--- src/idv_pkg.sv ---
package idv_pkg;
  // ****************************************************************
  // divider constants
  // ****************************************************************
  localparam int unsigned DATA_W      = 32;
  localparam int unsigned CALC_CYCLES = 8;    // cycles from start to done
  localparam int unsigned CNT_W       = 4;
  localparam logic [31:0] RST_WORD    = 32'h0000_0000;
  localparam int unsigned IDX_DIVIDEND = 0;  // operand write select codes
  localparam int unsigned IDX_DIVISOR  = 1;
endpackage

--- src/idv_divider.sv ---
// How it works
// - quotient truncates toward zero, remainder follows dividend
// - only the start pulse launches a division
// - done flag rises eight cycles after start
// - zero divisor at the last count sets error flag
// - operand writes land in one cycle
`timescale 1ns/100ps
`default_nettype none

module idv_divider
  import idv_pkg::*;
#(
  parameter int unsigned LATENCY = CALC_CYCLES
) (
  input  wire logic              clk,
  input  wire logic              rst,
  input  wire logic              wr_en,
  input  wire logic              wr_sel,
  input  wire logic [DATA_W-1:0] wr_data,
  input  wire logic              start,
  input  wire logic              signed_mode,
  output logic      [DATA_W-1:0] dividend_q,
  output logic      [DATA_W-1:0] divisor_q,
  output logic      [DATA_W-1:0] quotient_q,
  output logic      [DATA_W-1:0] remainder_q,
  output logic                   busy_q,
  output logic                   done_q,
  output logic                   dzero_q
);

  // ****************************************************************
  // operand registers
  // ****************************************************************

  // single-cycle operand load, no wait states
  always_ff @(posedge clk) begin
    if (rst) begin
      dividend_q <= RST_WORD;
      divisor_q  <= RST_WORD;
    end else if (wr_en) begin
      if (wr_sel == 1'(IDX_DIVISOR)) begin
        divisor_q <= wr_data;
      end else begin
        dividend_q <= wr_data;
      end
    end
  end

  // ****************************************************************
  // arithmetic
  // ****************************************************************
  logic [DATA_W-1:0] a_mag;
  logic [DATA_W-1:0] b_mag;
  logic [DATA_W-1:0] q_mag;
  logic [DATA_W-1:0] r_mag;
  logic              a_neg;
  logic              b_neg;
  logic              neg_q;
  logic              neg_r;
  logic [DATA_W-1:0] q_res;
  logic [DATA_W-1:0] r_res;

  // two's-complement negate on request; shared by both operands and both results
  function automatic logic [DATA_W-1:0] cond_neg(
    input logic              neg,
    input logic [DATA_W-1:0] val
  );
    cond_neg = neg ? -val : val;
  endfunction

  // magnitude divide then restore sign: truncation toward zero
  always_comb begin
    a_neg = signed_mode & dividend_q[DATA_W-1];
    b_neg = signed_mode & divisor_q[DATA_W-1];
    neg_q = a_neg ^ b_neg;
    neg_r = a_neg; // remainder takes the dividend sign
    a_mag = cond_neg(a_neg, dividend_q);
    b_mag = cond_neg(b_neg, divisor_q);
    if (b_mag == '0) begin
      q_mag = '0; // zero divisor: quotient 0, remainder keeps dividend
      r_mag = a_mag;
    end else begin
      q_mag = a_mag / b_mag;
      r_mag = a_mag % b_mag;
    end
    q_res = cond_neg(neg_q, q_mag);
    r_res = cond_neg(neg_r, r_mag);
  end

  // ****************************************************************
  // sequencing
  // ****************************************************************
  logic [CNT_W-1:0] cnt_q;

  // count latency; results and flags update on the last count
  always_ff @(posedge clk) begin
    if (rst) begin
      busy_q      <= 1'h0;
      done_q      <= 1'h0;
      dzero_q     <= 1'h0;
      cnt_q       <= '0;
      quotient_q  <= RST_WORD;
      remainder_q <= RST_WORD;
    end else if (start) begin
      busy_q  <= 1'h1;
      done_q  <= 1'h0;
      dzero_q <= 1'h0;
      cnt_q   <= CNT_W'(LATENCY - 32'h1);
    end else if (busy_q) begin
      if (cnt_q == '0) begin
        busy_q      <= 1'h0;
        done_q      <= 1'h1;
        dzero_q     <= (divisor_q == '0);
        quotient_q  <= q_res;
        remainder_q <= r_res;
      end else begin
        cnt_q <= cnt_q - 1'h1;
      end
    end
  end

  // ****************************************************************
  // checks
  // ****************************************************************
  // most negative word, the one signed case whose quotient overflows
  localparam logic [DATA_W-1:0] MOST_NEG = {1'h1, {(DATA_W-1){1'h0}}};
  logic [CNT_W-1:0]  age_q;

  // edges since the last start, parked at latency once done, all ones after reset
  always_ff @(posedge clk) begin
    if (rst) begin
      age_q <= '1;
    end else if (start) begin
      age_q <= '0;
    end else if (age_q < CNT_W'(LATENCY)) begin
      age_q <= age_q + 1'h1;
    end
  end

  // count timing
  chk_done_latency: assert property (@(posedge clk) disable iff (rst)
    start ##1 (!start && !rst) [*8] |=> done_q)
    else $error("done not raised eight cycles after start");

  chk_done_not_early: assert property (@(posedge clk) disable iff (rst)
    start |=> !done_q)
    else $error("done raised too early");

  chk_busy_window: assert property (@(posedge clk) disable iff (rst)
    (age_q < CNT_W'(LATENCY)) |-> (busy_q && !done_q))
    else $error("busy or done wrong during count");

  chk_done_sticky: assert property (@(posedge clk) disable iff (rst)
    (age_q == CNT_W'(LATENCY)) |-> (done_q && !busy_q))
    else $error("done not standing after count");

  chk_result_hold: assert property (@(posedge clk) disable iff (rst)
    (age_q == CNT_W'(LATENCY) && !start) |=>
      ($stable(quotient_q) && $stable(remainder_q) && $stable(dzero_q)))
    else $error("result changed without start");

  // launch control
  chk_no_spurious: assert property (@(posedge clk) disable iff (rst)
    (!busy_q && !start) |=> !busy_q)
    else $error("busy without start");

  chk_busy_start: assert property (@(posedge clk) disable iff (rst)
    start |=> busy_q)
    else $error("busy not raised by start");

  chk_idle_reset: assert property (@(posedge clk) disable iff (rst)
    (age_q == '1) |-> (!busy_q && !done_q && !dzero_q))
    else $error("activity before any start");

  // divide by zero
  chk_dzero_flag: assert property (@(posedge clk) disable iff (rst)
    $rose(done_q) |-> (dzero_q == ($past(divisor_q) == '0)))
    else $error("divide by zero flag mismatch");

  chk_dzero_clear: assert property (@(posedge clk) disable iff (rst)
    start |=> !dzero_q)
    else $error("error flag not cleared by start");

  chk_dzero_result: assert property (@(posedge clk) disable iff (rst)
    ($rose(done_q) && dzero_q) |-> (quotient_q == '0))
    else $error("quotient not zero on zero divisor");

  // operand loads
  chk_operand_load: assert property (@(posedge clk) disable iff (rst)
    (wr_en && wr_sel) |=> (divisor_q == $past(wr_data)))
    else $error("divisor not loaded in one cycle");

  chk_dividend_load: assert property (@(posedge clk) disable iff (rst)
    (wr_en && !wr_sel) |=> (dividend_q == $past(wr_data)))
    else $error("dividend not loaded in one cycle");

  // quotient and remainder values
  chk_trunc_zero: assert property (@(posedge clk) disable iff (rst)
    ($rose(done_q) && !dzero_q && signed_mode && !$past(wr_en)) |->
      ((quotient_q[DATA_W-1] == (dividend_q[DATA_W-1] ^ divisor_q[DATA_W-1]))
       || quotient_q == '0 || quotient_q == MOST_NEG))
    else $error("signed quotient sign wrong");

  chk_rem_sign: assert property (@(posedge clk) disable iff (rst)
    ($rose(done_q) && !dzero_q && signed_mode && !$past(wr_en)) |->
      (remainder_q == '0 || remainder_q[DATA_W-1] == dividend_q[DATA_W-1]))
    else $error("signed remainder sign wrong");

  chk_signed_min: assert property (@(posedge clk) disable iff (rst)
    ($rose(done_q) && signed_mode && !$past(wr_en)
     && dividend_q == MOST_NEG && divisor_q == '1) |->
      (quotient_q == MOST_NEG && remainder_q == '0))
    else $error("signed overflow case wrong");

  chk_unsigned_q: assert property (@(posedge clk) disable iff (rst)
    ($rose(done_q) && !dzero_q && !signed_mode && !$past(wr_en)) |->
      (quotient_q == dividend_q / divisor_q))
    else $error("unsigned quotient wrong");

  chk_unsigned_r: assert property (@(posedge clk) disable iff (rst)
    ($rose(done_q) && !dzero_q && !signed_mode && !$past(wr_en)) |->
      (remainder_q == dividend_q % divisor_q))
    else $error("unsigned remainder wrong");

endmodule

`default_nettype wire

--- config.mk ---
export PLATFORM = sky130hd
export DESIGN_NAME = idv_divider
export DESIGN_NICKNAME = d
export VERILOG_FILES = /design/src/idv_pkg.sv /design/src/idv_divider.sv
export SDC_FILE = /design/constraint.sdc
export NUM_CORES = 2
export LEC_CHECK = 0
export ABC_AREA = 1
export BUFFER_PORTS_ARGS = -buffer_cell sky130_fd_sc_hd__buf_4
export CAP_MARGIN = 20
export CORE_ASPECT_RATIO = 1.75
export CORE_UTILIZATION = 59
export DETAILED_ROUTE_END_ITERATION = 10
export GPL_TIMING_DRIVEN = 0
export PLACE_DENSITY = 0.83
export REMOVE_ABC_BUFFERS = 1
export SYNTH_ARGS = -nofsm -noshare
export SYNTH_HDL_FRONTEND = slang
export SYNTH_SLANG_ARGS = --single-unit
export TNS_END_PERCENT = 30
--- constraint.sdc ---
create_clock -name clk -period 72.7 [get_ports clk]
set_clock_uncertainty 0.15 [all_clocks]
set_input_delay 3.635 -clock clk [delete_from_list [all_inputs] [get_ports clk]]
set_output_delay 3.635 -clock clk [all_outputs]
set_load 0.05 [all_outputs]
==> metrics, run 1 <==
maximum count of clock buffers along a single path 2; proportion of synthesized chip area in sequential cells 7.15%; number of synthesized flops with an enable pin 0; share of async-settable or async-resettable flops after synthesis 0%; stopping stage global routing; total clock buffers created by CTS 17; post-synthesis instance area 0.0378 mm²; top cell type by total area after synthesis sky130_fd_sc_hd__nand2_1; cts hold-fix bufs 0; ranking of synthesized cells by area sky130_fd_sc_hd__nand2_1 (18%), sky130_fd_sc_hd__ha_1 (18%), sky130_fd_sc_hd__inv_1 (11%), sky130_fd_sc_hd__a21oi_1 (7.2%), sky130_fd_sc_hd__dfxtp_1 (7.2%); number of synthesized register bits 135; synthesized area per cell 5.75 µm²; number of placement rows 122; total clock sinks 135; routability congestion estimate 1.00; most instantiated library cell after synthesis sky130_fd_sc_hd__nand2_1; number of H-tree levels 4; CTS Root Buffer Type sky130_fd_sc_hd__clkbuf_16; outcome did not finish; detailed placer's ending HPWL 104 mm; error text reported by the tool [ERROR GRT-0116] Global routing finished with congestion. Check the congestion regions in the DRC Viewer.; via count of the first global-routing pass 65,900; count of pins on the block boundary 169; predominant post-synthesis flop cell sky130_fd_sc_hd__dfxtp_1; pin count of the biggest net entering global routing 108; Congestion Overflow GR 669; area share of the largest cell type after synthesis 18.1%; height of the chip 337 µm; global-route wire length before repair 421 mm; Synth Instances 6,573; placed cell count 7,418; cell area after placement 0.0396 mm²; synthesis warning total 0; Tot GR Track Use 82.5%; Die W 193 µm; starting density of the core 59.7%; count of unique library cells instantiated by Yosys 72; most frequent cells after synthesis sky130_fd_sc_hd__nand2_1 (1,826), sky130_fd_sc_hd__inv_1 (1,075), sky130_fd_sc_hd__a21oi_1 (544), sky130_fd_sc_hd__ha_1 (536), sky130_fd_sc_hd__nor2_1 (446); buffers added on ports 168
-- per-layer routing --
layer	global-route usage, %	GRT overflow
met1	78.8	14
met2	99.0	404
met3	69.9	34
met4	87.6	209
met5	39.7	8
-- timing repair --
action,in CTS
setup endpoints to repair,64
setup buffers,1038
gates cloned,41
resized for setup,1000
pin swaps,544
-- metrics by stage --
step / setup TNS [ns] / setup slack [ns]
floorplan: -422.72 / -7.49
detailed placement: -1652.65 / -26.93
global placement: -1787.84 / -29.00
CTS: -5.97 / -0.522
-- kinds of logic after synthesis --
group | count (synthesis) | synth area share (%)
AOI/OAI and AO/OA | 1188 | 18.0
xor gates and xnor gates | 373 | 8.65
adders and majority gates | 537 | 17.8
buffers and inverters | 1258 | 13.4
DFF | 135 | 7.15
muxes | 1 | 0.0265
and+or+nand+nor | 3081 | 34.9
==> run 2, diff against run 1 <==
CORE_ASPECT_RATIO = unset   (was 1.75)
CORE_UTILIZATION = 40   (was 59)
PLACE_DENSITY = unset   (was 0.83)
PLACE_DENSITY_LB_ADDON = 0.15   (was unset)
clock period = 94.5 ns   (was 72.7 ns; I/O delays follow)
==> metrics, run 2 <==
synthesized area per cell 5.75 µm²; Congestion Overflow GR 0; Reg clk slew, reported paths 0.07 ns; number of synthesized flops with an enable pin 0; number of buffer and inverter stages on the critical path 83; layout overhead on the synthesized area 11.0%; antenna violations before repair 1; ranking of synthesized cells by area sky130_fd_sc_hd__nand2_1 (18%), sky130_fd_sc_hd__ha_1 (18%), sky130_fd_sc_hd__inv_1 (11%), sky130_fd_sc_hd__a21oi_1 (7.2%), sky130_fd_sc_hd__dfxtp_1 (7.2%); setup violators final 0; CP Class in -> reg; wire length per cell after detailed routing 17.6 µm; routability congestion estimate 0.937; total clock buffers created by CTS 17; family with the most delay on the worst path simple AND/OR/NAND/NOR gates; outcome complete, no violations; max-cap viol count 0; share of final-layout standard cells stronger than drive strength 1 9.60%; count of pins on the block boundary 169; post-synthesis instance area 0.0378 mm²; number of vias per cell after detailed routing 5.25; proportion of synthesized chip area in sequential cells 7.15%; predominant post-synthesis flop cell sky130_fd_sc_hd__dfxtp_1; crit-path most repeated cell sky130_fd_sc_hd__nand2_1; pin count of the biggest net entering global routing 94; aggregate negative setup slack 0 ns; vias after detailed routing 41,800; starting density of the core 40.4%; Hold Violations, Final 0; count of routing violations after the opening detailed-route iteration 2,828; detailed placer's ending HPWL 111 mm; layout net count 7,272; CP Max Fanout 43; number of placement rows 112; slew at the pin closest to its max-slew limit 1.41 ns; worst max-slew margin expressed relative to the limit 5.14%; total clock sinks 135; total wire length after detailed routing 140 mm; count of unique library cells instantiated by Yosys 72; number of synthesized register bits 135; height of the chip 309 µm; type of element launching the critical path primary input; Tmin final 85.90 ns; Arr. time, crit path 86.13 ns; area enclosed by the die boundary 0.0957 mm²; number of design rule violations left after detail routing 0; commonest non-fill, non-tap cells in the layout sky130_fd_sc_hd__nand2_1 (1,804), sky130_fd_sc_hd__inv_1 (1,042), sky130_fd_sc_hd__a21oi_1 (537), sky130_fd_sc_hd__ha_1 (535), sky130_fd_sc_hd__nor2_1 (441); global-route wire length before repair 211 mm; CTS Root Buffer Type sky130_fd_sc_hd__clkbuf_16; Synth Instances 6,573; Critical Path Max Stage Delay 0.39 ns; Die W 309 µm; final cycle utilization of the critical path 90.9%; highest-delay cell along the critical path sky130_fd_sc_hd__a221oi_1; TritonCTS clock tree yes; remaining number of nets flagged by the antenna check after routing 0; critical path capture point type flip-flop; number of H-tree levels 4; Data required, critical path 94.73 ns; area share of the largest cell type after synthesis 18.1%; cts hold-fix bufs 0; Tot GR Track Use 28.3%; insertion delay of the later-clocked pin in the worst-skew pair 0.49 ns; total count of max-transition violations in the final report 0; share of async-settable or async-resettable flops after synthesis 0%; core area 0.0935 mm²; most frequent cells after synthesis sky130_fd_sc_hd__nand2_1 (1,826), sky130_fd_sc_hd__inv_1 (1,075), sky130_fd_sc_hd__a21oi_1 (544), sky130_fd_sc_hd__ha_1 (536), sky130_fd_sc_hd__nor2_1 (446); via count of the first global-routing pass 37,500; buffers added on ports 168; worst min-delay path category reg -> reg; maximum count of clock buffers along a single path 2; DRT Pass-1 Iters 6; most instantiated library cell after synthesis sky130_fd_sc_hd__nand2_1; synthesis warning total 0; top cell type by total area after synthesis sky130_fd_sc_hd__nand2_1; leading cell type in the layout, fill and taps excluded sky130_fd_sc_hd__nand2_1; highest attainable clock frequency 11.6 MHz
==> run 2: cell counts after synthesis <==
Identical to the previous run, type by type.
==> run 2: cell families (layout without fill, tap and decap cells) <==
kind of cell	Yosys count	after routing	synth area share, %
buffers and inverters	1258	1384	13.4
multiplexers	1	1	0.0265
adder cells (fa/ha/maj)	537	537	17.8
XOR/XNOR	373	373	8.65
AO/OA/AOI/OAI	1188	1188	18.0
other	0	1	0
AND/OR/NAND/NOR	3081	3092	34.9
flip-flops	135	135	7.15
==> run 2: worst paths after layout <==
kind                                                 start                           to  slack, ns  depth (start not counted)
worst max-delay path                           signed_mode  quotient_q[28]$_SDFFE_PP0P_       8.60                        607
worst min-delay path            quotient_q[1]$_SDFFE_PP0P_   quotient_q[1]$_SDFFE_PP0P_       0.32                          2
worst max register to register   divisor_q[0]$_SDFFE_PP0P_  quotient_q[28]$_SDFFE_PP0P_      11.55                        610
worst min register to register  quotient_q[1]$_SDFFE_PP0P_   quotient_q[1]$_SDFFE_PP0P_       0.32                          2
==> run 2: per-stage QoR <==
| step | cells | setup slack (ns) | utilization, % | hold WS (ns) | area, µm² |
|---|---|---|---|---|---|
| after floorplan | 6428 | 13.22 | - | 0.362 | 36900 |
| after global placement | 7850 | -11.39 | 42.5 | 0.309 | 39700 |
| after detailed placement | 7867 | -7.36 | 43.0 | 0.314 | 40200 |
| after CTS | 7900 | 0.0133 | 43.7 | 0.325 | 40800 |
| after global routing | 7964 | -0.193 | 44.9 | 0.338 | 41900 |
| final | 7965 | 8.60 | 44.9 | 0.324 | 41900 |
==> run 2: area by class of cell <==
class                   count  area [µm²]
diodes                      1        2.50
multi-input cells        5191       30700
repair buffers            237        2080
clock buffers              17         425
well taps                1254        1570
flip-flops and latches    135        2700
fillers                 10300       51500
inverters                1113        4270
clock inverters            15         150
repair inverters            2        10.0
==> run 2: worst reg2reg max path, delay by kind of cell, from the launching register on <==
| family | cells | cell delay [ns] |
|---|---|---|
| AND/OR/NAND/NOR | 327 | 37.73 |
| AO/OA/AOI/OAI | 166 | 26.93 |
| adder cells (fa/ha/maj) | 33 | 10.02 |
| buffers and inverters | 82 | 7.32 |
| flip-flops | 1 | 0.42 |
| XOR/XNOR | 2 | 0.30 |
==> run 2: timing repair <==
action,in CTS,in global routing
buffers inserted,1,48
cloned,0,14
endpoints found under the setup margin,64,64
pin swaps,0,16
gates resized for setup,29,125
==> run 2: routing by layer <==
layer	up-vias	share of wire [%]	global-route usage, %
li1	21600	-	-
met1	18900	47	38.5
met2	1025	44	46.2
met3	164	5.2	2.58
met4	0	3.9	10.5
met5	-	0	0
Power of run 2 is not shown: default switching activity piles up to over one toggle a cycle in this logic, so the estimate is an artifact.
